[src/verilog/hpbp_pkg.sv]
// shared constants and types of the host parallel bus port
package hpbp_pkg;

  // ----------------------------------------------------------------
  // register locations seen through the port
  // ----------------------------------------------------------------
  localparam logic [3:0] ADDR_RX_TX     = 4'hD;  // read = receive, write = transmit
  localparam logic [3:0] ADDR_RESET     = 4'h0;

  // ----------------------------------------------------------------
  // reset values
  // ----------------------------------------------------------------
  localparam logic [7:0] DATA_RESET     = 8'h00;
  // all high: strobes idle, and ale as if tied to supply, so that a pin
  // strapped high shows no false rising edge after reset
  localparam logic [3:0] STROBE_IDLE    = 4'hF;
  localparam logic       IRQ_B_RESET    = 1'b1;
  localparam logic       OE_B_RESET     = 1'b1;

  // ----------------------------------------------------------------
  // bit positions inside the synchronised strobe vector
  // ----------------------------------------------------------------
  localparam int unsigned STB_RD_B      = 0;
  localparam int unsigned STB_WR_B      = 1;
  localparam int unsigned STB_CS_B      = 2;
  localparam int unsigned STB_ALE       = 3;

  // bus mode, one-hot
  typedef enum logic [1:0] {
    HPBP_MODE_DEMUX = 2'b01,
    HPBP_MODE_MUX   = 2'b10
  } hpbp_mode_t;

endpackage

[src/verilog/hpbp_port.sv]
// host parallel bus port: bus mode detection, address capture, strobes, interrupt pin
`timescale 1ns/100ps
module hpbp_port (
  input  wire logic       ref_clk,
  input  wire logic       rst_b,
  // host pins
  input  wire logic [7:0] host_data_bus_in,
  output logic      [7:0] host_data_bus_out,
  output logic            host_data_bus_oe_b,
  input  wire logic [3:0] reg_addr_in,
  input  wire logic       rd_b,
  input  wire logic       wr_b,
  input  wire logic       cs_b,
  input  wire logic       ale,
  input  wire logic       aux_irq_in,
  output logic            irq_b,
  // register file side
  output logic      [3:0] reg_addr,
  output logic            reg_rd_pulse,
  output logic            reg_wr_pulse,
  output logic      [7:0] reg_wdata,
  input  wire logic [7:0] reg_rdata,
  input  wire logic [7:0] reg_impl_mask,
  input  wire logic [7:0] receive_holding_reg,
  output logic      [7:0] transmit_holding_reg,
  output logic            transmit_load,
  input  wire logic [7:0] irq_src,
  output logic            mux_mode
);

  // ----------------------------------------------------------------
  // state
  // ----------------------------------------------------------------
  typedef struct packed {
    logic [3:0]          stb1;      // first synchroniser stage
    logic [3:0]          stb2;      // second synchroniser stage
    logic [3:0]          stb3;      // previous value for edge detection
    logic [7:0]          data1;
    logic [7:0]          data2;     // bus data aligned with stb2
    logic [3:0]          addr1;
    logic [3:0]          addr2;     // address pins aligned with stb2
    hpbp_pkg::hpbp_mode_t mode;
    logic [3:0]          mux_addr;
    logic                rd_act;
    logic                wr_act;
    logic [3:0]          reg_addr;
    logic [7:0]          wdata;
    logic                rd_pulse;
    logic                wr_pulse;
    logic [7:0]          dout;
    logic                doe_b;
    logic [7:0]          thr;
    logic                thr_load;
    logic                irq_b;
  } hpbp_state_t;

  hpbp_state_t s_q;
  hpbp_state_t s_d;

  // access decode, shared by read and write paths
  function automatic logic [1:0] hpbp_decode(input logic       mux,
                                             input logic [3:0] stb);
    logic rd_n;
    logic wr_n;
    logic cs_n;
    rd_n = stb[hpbp_pkg::STB_RD_B];
    wr_n = stb[hpbp_pkg::STB_WR_B];
    cs_n = stb[hpbp_pkg::STB_CS_B];
    if (mux) begin
      hpbp_decode = {~cs_n & ~wr_n, ~cs_n & ~rd_n};
    end else begin
      hpbp_decode = {~cs_n & ~wr_n & ~rd_n, ~cs_n & ~wr_n & rd_n};
    end
  endfunction

  logic       ale_rise;
  logic       ale_fall;
  logic       cs_rise;
  logic       is_mux;
  logic [1:0] acc;
  logic [3:0] cur_addr;

  // ----------------------------------------------------------------
  // next state
  // ----------------------------------------------------------------
  always_comb begin
    s_d      = s_q;
    s_d.stb1  = {ale, cs_b, wr_b, rd_b};
    s_d.stb2  = s_q.stb1;
    s_d.stb3  = s_q.stb2;
    s_d.data1 = host_data_bus_in;
    s_d.data2 = s_q.data1;
    s_d.addr1 = reg_addr_in;
    s_d.addr2 = s_q.addr1;

    ale_rise = s_q.stb2[hpbp_pkg::STB_ALE] & ~s_q.stb3[hpbp_pkg::STB_ALE];
    ale_fall = ~s_q.stb2[hpbp_pkg::STB_ALE] & s_q.stb3[hpbp_pkg::STB_ALE];
    cs_rise  = s_q.stb2[hpbp_pkg::STB_CS_B] & ~s_q.stb3[hpbp_pkg::STB_CS_B];
    is_mux   = (s_q.mode == hpbp_pkg::HPBP_MODE_MUX);

    // strobe edge enters multiplexed mode; it wins over a deselect
    if (ale_rise) begin
      s_d.mode = hpbp_pkg::HPBP_MODE_MUX;
    end else if (cs_rise) begin
      s_d.mode = hpbp_pkg::HPBP_MODE_DEMUX;
    end

    // capture low nibble at the falling strobe; select ignored
    if (is_mux && ale_fall) begin
      s_d.mux_addr = s_q.data2[3:0];
    end

    cur_addr = is_mux ? s_q.mux_addr : s_q.addr2;

    acc        = hpbp_decode(is_mux, s_q.stb2);
    s_d.rd_act = acc[0];
    s_d.wr_act = acc[1];
    if (acc[0] | acc[1]) begin
      s_d.reg_addr = cur_addr;
    end

    if (acc[1]) begin
      s_d.wdata = s_q.data2 & reg_impl_mask;
    end

    // reads are announced at the start, writes commit when the strobe ends
    // so that data still settling at strobe start is not taken
    s_d.rd_pulse = acc[0] & ~s_q.rd_act;
    s_d.wr_pulse = s_q.wr_act & ~acc[1];

    // shared address: writes go to the transmit holding register
    s_d.thr_load = s_d.wr_pulse && (s_q.reg_addr == hpbp_pkg::ADDR_RX_TX);
    if (s_d.thr_load) begin
      s_d.thr = s_q.wdata;
    end

    // shared address reads receive data; others masked
    if (s_q.rd_act) begin
      if (s_q.reg_addr == hpbp_pkg::ADDR_RX_TX) begin
        s_d.dout = receive_holding_reg;
      end else begin
        s_d.dout = reg_rdata & reg_impl_mask;
      end
    end

    // drive only during a selected read
    s_d.doe_b = ~(s_q.rd_act & acc[0]);

    s_d.irq_b = ~((|irq_src) | aux_irq_in);
  end

  // ----------------------------------------------------------------
  // registers
  // ----------------------------------------------------------------
  // reset lands in non-multiplexed mode
  always_ff @(posedge ref_clk or negedge rst_b) begin
    if (!rst_b) begin
      s_q          <= '0;
      s_q.stb1     <= hpbp_pkg::STROBE_IDLE;
      s_q.stb2     <= hpbp_pkg::STROBE_IDLE;
      s_q.stb3     <= hpbp_pkg::STROBE_IDLE;
      s_q.mode     <= hpbp_pkg::HPBP_MODE_DEMUX;
      s_q.mux_addr <= hpbp_pkg::ADDR_RESET;
      s_q.reg_addr <= hpbp_pkg::ADDR_RESET;
      s_q.dout     <= hpbp_pkg::DATA_RESET;
      s_q.thr      <= hpbp_pkg::DATA_RESET;
      s_q.doe_b    <= hpbp_pkg::OE_B_RESET;
      s_q.irq_b    <= hpbp_pkg::IRQ_B_RESET;
    end else begin
      s_q <= s_d;
    end
  end

  // outputs straight from flip-flops
  assign host_data_bus_out    = s_q.dout;
  assign host_data_bus_oe_b   = s_q.doe_b;
  assign irq_b                = s_q.irq_b;
  assign reg_addr             = s_q.reg_addr;
  assign reg_rd_pulse         = s_q.rd_pulse;
  assign reg_wr_pulse         = s_q.wr_pulse;
  assign reg_wdata            = s_q.wdata;
  assign transmit_holding_reg = s_q.thr;
  assign transmit_load        = s_q.thr_load;
  assign mux_mode             = s_q.mode[1];
endmodule
[config.mk]
export PLATFORM = sky130hd
export DESIGN_NAME = hpbp_port
export DESIGN_NICKNAME = d
export VERILOG_FILES = /design/src/verilog/hpbp_pkg.sv /design/src/verilog/hpbp_port.sv
export SDC_FILE = /design/constraint.sdc
export NUM_CORES = 1
export LEC_CHECK = 0
export ABC_AREA = 1
export BUFFER_PORTS_ARGS = -buffer_cell sky130_fd_sc_hd__buf_2
export CAP_MARGIN = 10
export CORE_MARGIN = 2
export CORE_UTILIZATION = 39
export CTS_CLUSTER_DIAMETER = 50
export DETAILED_ROUTE_END_ITERATION = 12
export PLACE_DENSITY = 0.62
export SLEW_MARGIN = 20
export SYNTH_ARGS = -nofsm -noshare
export SYNTH_HDL_FRONTEND = slang
export SYNTH_SLANG_ARGS = --single-unit
[constraint.sdc]
create_clock -name ref_clk -period 1.6 [get_ports ref_clk]
set_input_delay 0.16 -clock ref_clk [delete_from_list [all_inputs] [get_ports ref_clk]]
set_output_delay 0.16 -clock ref_clk [all_outputs]
set_load 0.005 [all_outputs]
==> results of run 1 <==
==> stage by stage <==
step	setup WS (ps)	total power, uW	util [%]
global placement	326	2860	45.0
detailed placement	291	2870	45.0
CTS	281	4470	50.6
global route	184	4660	50.6
finish	292	4410	50.6
floorplan	457	2730	-
==> worst max-delay path by stage <==
stage,to,slack [ps]
6_report,transmit_holding_reg[2],290
5_1_grt,transmit_holding_reg[6],180
3_5_place_dp,transmit_holding_reg[2],290
4_1_cts,transmit_holding_reg[2],280
2_1_floorplan,reg_addr[1],460
3_3_place_gp,transmit_holding_reg[6],330
==> kinds of logic (layout without fill, tap and decap cells) <==
group	after synthesis	count (layout)	share of synthesized area, %
compound gates	21	21	4.31
flops	75	75	63.9
buf+inv	56	144	11.5
simple gates	127	127	20.2
==> power by group through the flow <==
stage / clock network, uW / logic (uW) / registers [uW]
final: 1550 / 614 / 2250
after global routing: 1680 / 699 / 2280
after CTS: 1590 / 627 / 2250
after detailed placement: 0 / 593 / 2280
after global placement: 0 / 577 / 2280
after floorplan: 0 / 482 / 2240
==> cell type report <==
cell class                      instances  area (sq um)
Fill cell                             725          3600
Sequential cell                        75          1890
Multi-Input combinational cell        148           727
Timing Repair Buffer                  105           641
Clock buffer                           13           180
Tap cell                               99           124
Inverter                               23          86.3
Clock inverter                          3          41.3
==> cells in the mapped netlist <==
master    count
nor3_1        2
dfstp_2      13
nand3_4       1
nand3_1      12
nand2_1      85
nand2_8       1
nand4_1       8
buf_4        28
dfrtp_1      62
o21ai_2       5
nand2_2       3
buf_2         2
o21ai_1       5
nor2_4        1
clkinv_1      1
o22a_1        1
nor2_8        1
and2_1        1
nand3_2       1
a21oi_1       4
nand2_4       2
inv_1        19
buf_6         3
nor2_1        9
o21ai_0       6
inv_2         3
==> worst max-delay path, delay by kind of cell, from the launching register on <==
kind / cells / cell delay, ps
buf+inv: 1 / 40
flops: 1 / 540
simple gates: 6 / 630
==> per-layer routing <==
metal | track usage [%] | vias up
met1 | 18.8 | 941
li1 | - | 1010
met5 | 0 | -
met2 | 22.6 | 82
met4 | 7.70 | 0
met3 | 3.82 | 11
==> run_results.csv, run 1 <==
group,metric,value,unit
die,initial_core_util,40.6,%
global_route,grt_pass1_wl,9340,um
worst_hold_path,min_path_cells,3,
worst_setup_path,r2r-end,"transmit_holding_reg[2]",
sta,whs,86.8,ps
synthesis,yosysTopAreaCell,"dfrtp_1",
worst_setup_path,crit_path_end_kind,"flop",
worst_setup_path,cp.required,1830,ps
worst_setup_path,start_kind,"flop",
global_route,grtUsageTotal,14.6,%
worst_setup_path,r2r_slack,290,ps
clock_tree,postCtsHoldBufs,19,
sta,tightest_slew,381,ps
worst_setup_path,cp_cell_sequence,"inv_2, nand2_4, nand2_4, nand2_8, nand3_4, nand2_1, nand2_1",
sta,timing.fmax,0.764,GHz
drt,drtPass1Iterations,4,
global_route,grt_max_degree,49,
flow_run,cap_violations,0,
worst_hold_path,min_to,"reg_wdata[6]",
drt,maxUsedRoutingLayer,"met4",
drt,final_antenna_net_count,0,
clock_tree,clockBufferDepth,2,
clock_tree,cts_tree,"done",
place,dpl-instance-area,0.00328,sq mm
worst_setup_path,slowest_delay,540,ps
synthesis,synth.top_cell.area_share,52.4,%
worst_setup_path,cpMaxStageDelayCell,"dfstp_2",
sta,fin_skew,7.83,ps
cells_and_area,layout.cells.most_common,"nand2_1",
power,pwr-share-seq,50.9,%
worst_hold_path,hp-start,"reg_impl_mask[6]",
place,dp.cells,431,
power,power.internal,3300,uW
drt,routed_wl,5600,um
synthesis,synth_area_leaders,"dfrtp_1 (52%), dfstp_2 (12%), nand2_1 (11%), buf_4 (7.1%), inv_1 (2.4%)",
worst_setup_path,critPathLaunch,"s_q[39]",
place,dp_hpwl,3980,um
status,status,"finished, final reports clean",
die,ios,85,
sta,fin_crit_sh,81.8,%
clock_tree,post_cts_buffers,0,
synthesis,synth_area_per_cell,10.6,sq um
sta,setup_tns,0,ps
die,core_area,0.00729,sq mm
global_route,grt_pass1_vias,1998,
power,powerDensity,1190,mW/mm^2
clock_tree,clock-sinks,75,
cells_and_area,syn_to_final_growth,24.7,%
sta,fin_crit,1310,ps
cells_and_area,largest_register_ffs,21,
clock_tree,path_clk_slew,80,ps
worst_setup_path,crit_type,"reg2reg",
drt,drt_iter0_drc,64,
synthesis,yosysUniqueCellTypes,26,
power,p_clk_share,35.1,%
drt,vias_per_cell,4.39,
synthesis,synth_nets,330,
global_route,overflow,0,
global_route,antenna_found_initial,0,
die,fp-row-count,31,
drt,vias,2044,
worst_setup_path,r2r_start,"s_q[39]",
synthesis,synth.cell_area,0.00296,sq mm
clock_tree,cts_buffers,9,
die,die-width,91.1,um
synthesis,yosysWarnings,0,
sta,grt_setup_unrepaired,"no",
cells_and_area,antennaDiodeCount,0,
power,peakVddDrop,0.534,mV
worst_hold_path,min_path_type,"in2reg",
die,die-area,0.00830,sq mm
sta,relSlewSlack,74.6,%
place,io_buffers,84,
drt,wl_per_cell,12.0,um
cells_and_area,fin_area,0.00369,sq mm
drt,met2WireLength,2570,um
drt,route.detailed.drc,0,
clock_tree,cts_resized,0,
clock_tree,clkLatencyLatePin,330,ps
die,fp.dieH,91.1,um
drt,m1WireLength,2570,um
synthesis,yosysSeqAreaShare,63.9,%
power,p_switching,1110,uW
worst_setup_path,reg2reg_depth,7,
drt,wl_met3,336,um
worst_setup_path,arrival,1540,ps
power,pwr-share-comb,13.9,%
sta,final_hold_viol_count,0,
cells_and_area,largest-register,"s_q",
synthesis,netlist_instances,279,
sta,slew_viol_final,0,
cells_and_area,drive_gt1_share,36.0,%
place,globalplace.congestion,0.819,
worst_setup_path,crit_fanout,26,
cells_and_area,finalNetCount,413,
sta,setup_violations,0,
synthesis,ys_ff_latch,75,
power,leakagePower,0.00199,uW
power,p_sw_share,25.1,%
clock_tree,h-tree-depth,3,
clock_tree,cts.root.buffer_cell,"clkbuf_8",
cells_and_area,layout_common_cells,"nand2_1 (85), buf_2 (83), dfrtp_1 (62)",
cells_and_area,final_cell_count_no_fill,466,
Note: power is estimated with default switching activity, not from simulation.
==> inputs of run 2 (changes only) <==
--- a/config.mk
+++ b/config.mk
@@ -12,7 +12,7 @@
 export CORE_UTILIZATION = 39
 export CTS_CLUSTER_DIAMETER = 50
 export DETAILED_ROUTE_END_ITERATION = 12
-export PLACE_DENSITY = 0.62
+export PLACE_DENSITY = 0.64
 export SLEW_MARGIN = 20
 export SYNTH_ARGS = -nofsm -noshare
 export SYNTH_HDL_FRONTEND = slang
==> constraint.sdc (replaced) <==
create_clock -name ref_clk -period 1.2 [get_ports ref_clk]
set_input_delay 0.12 -clock ref_clk [delete_from_list [all_inputs] [get_ports ref_clk]]
set_output_delay 0.12 -clock ref_clk [all_outputs]
set_load 0.005 [all_outputs]
==> run_results.csv, run 2 (synthesis results as in run 1) <==
group,metric,value,unit
global_route,grtUsageTotal,15.2,%
die,die-width,91.1,um
clock_tree,cts_buffers,9,
global_route,grt_max_degree,35,
sta,timing.fmax,0.832,GHz
drt,drt_iter0_drc,68,
power,power,5970,uW
drt,vias_per_cell,4.45,
cells_and_area,layout_common_cells,"buf_2 (83), nand2_1 (76), dfrtp_1 (62)",
power,peakVddDrop,0.602,mV
drt,route.detailed.drc,0,
worst_setup_path,crit_fanout,8,
cells_and_area,finish.utilization,53.9,%
sta,tightest_slew,355,ps
cells_and_area,fin_area,0.00393,sq mm
cells_and_area,finalNetCount,426,
drt,wl_per_cell,12.5,um
sta,setup_violations,1,
clock_tree,h-tree-depth,3,
worst_setup_path,cp_cell_sequence,"nand2_4, nor2_8, buf_12, inv_8, nand2_2, nand3_2, nand2_1",
status,failed_checks,"negative setup slack",
worst_setup_path,cpMaxStageDelayCell,"dfrtp_1",
drt,routed_wl,5990,um
worst_setup_path,slowest_delay,450,ps
sta,setup_ws,-1.28,ps
place,globalplace.congestion,0.815,
cells_and_area,largest-register,"s_q",
cells_and_area,layout.cells.most_common,"buf_2",
sta,relSlewSlack,76.3,%
die,fp.dieH,91.1,um
clock_tree,path_clk_slew,80,ps
place,pre_cts_slack,4.89,ps
cells_and_area,antennaDiodeCount,0,
clock_tree,clkLatencyLatePin,340,ps
cells_and_area,largest_register_ffs,21,
global_route,antenna_found_initial,0,
sta,final_hold_viol_count,0,
global_route,grt_pass1_wl,9790,um
clock_tree,clock-sinks,75,
clock_tree,cts_tree,"done",
die,die-area,0.00830,sq mm
place,io_buffers,84,
worst_setup_path,path_buf_inv,2,
clock_tree,cts.root.buffer_cell,"clkbuf_8",
status,status,"complete, but fails checks",
global_route,grt_pass1_vias,2056,
drt,drtPass1Iterations,4,
drt,vias,2131,
sta,grt_setup_unrepaired,"yes",
drt,final_antenna_net_count,0,
die,fp-row-count,31,
sta,slew_viol_final,0,
worst_setup_path,crit_path_end_kind,"flop",
cells_and_area,drive_gt1_share,41.8,%
sta,fin_skew,8.49,ps
sta,whs,31.0,ps
worst_setup_path,path_delay_family,"simple AND/OR/NAND/NOR gates",
global_route,overflow,0,
worst_hold_path,min_path_type,"in2reg",
sta,fin_crit,1200,ps
sta,fin_crit_sh,100,%
worst_setup_path,arrival,1480,ps
flow_run,cap_violations,0,
power,leakagePower,0.00208,uW
worst_setup_path,start_kind,"flop",
worst_setup_path,crit_type,"reg2reg",
place,dpl-instance-area,0.00338,sq mm
die,core_area,0.00729,sq mm
clock_tree,clockBufferDepth,2,
die,initial_core_util,40.6,%
place,dp_hpwl,4160,um
die,ios,85,
power,powerDensity,1520,mW/mm^2
cells_and_area,syn_to_final_growth,32.8,%
worst_setup_path,cp.required,1470,ps
[run 2: where the power goes]
part / total [uW] / internal, uW / switching, uW / leakage, uW
Clock: 1940 / 1080 / 860 / 0.000106
Sequential: 3000 / 2830 / 172 / 0.000908
Combinational: 1030 / 507 / 522 / 0.00107
[run 2: cell type report]
cell class              count  area [sq um]
repair buffers            117           811
clock inverters             4          46.3
flip-flops and latches     75          1890
multi-input cells         149           808
clock buffers              12           156
fillers                   657          3360
well taps                  99           124
inverters                  23          93.8
[run 2: repair_timing]
item,4_1_cts,5_1_grt
gates resized for setup,3,21
buffers inserted,0,3
pin swaps,1,11
cloned,1,1
hold buffers,19,0
setup endpoints to repair,5,27
endpoints found under the hold margin,86,0
[run 2: path summary, 6_finish.rpt]
path                                   from                    to  slack [ps]  depth (start not counted)
min in group asynchronous             rst_b          reg_rd_pulse         190                          2
hold / removal             reg_impl_mask[5]          reg_wdata[5]          30                          3
setup reg to reg                reg_addr[3]  host_data_bus_out[0]          -1                          7
hold reg to reg                     s_d[42]               s_q[42]         340                          0
max in group asynchronous             rst_b    host_data_bus_oe_b         510                          3
setup / recovery                reg_addr[3]  host_data_bus_out[0]          -1                          7
[run 2: layer usage]
layer	routed length, um	global-route usage, %	vias to the layer above
met5	0	0	-
met4	96	6.06	0
met3	323	4.65	10
met2	2810	23.4	61
met1	2760	20.0	1017
li1	-	-	1043
[run 2: stage by stage]
step                      instances  TNS, ps
after CTS                       475        0
after global placement          439        0
after detailed placement        439        0
after floorplan                 279        0
final                           479    -1.28
after global routing            479     -929
[run 2: worst min-delay path: stages]
cell and delay [ps]:
buf_2 100, nand2_1 50, o21ai_1 60
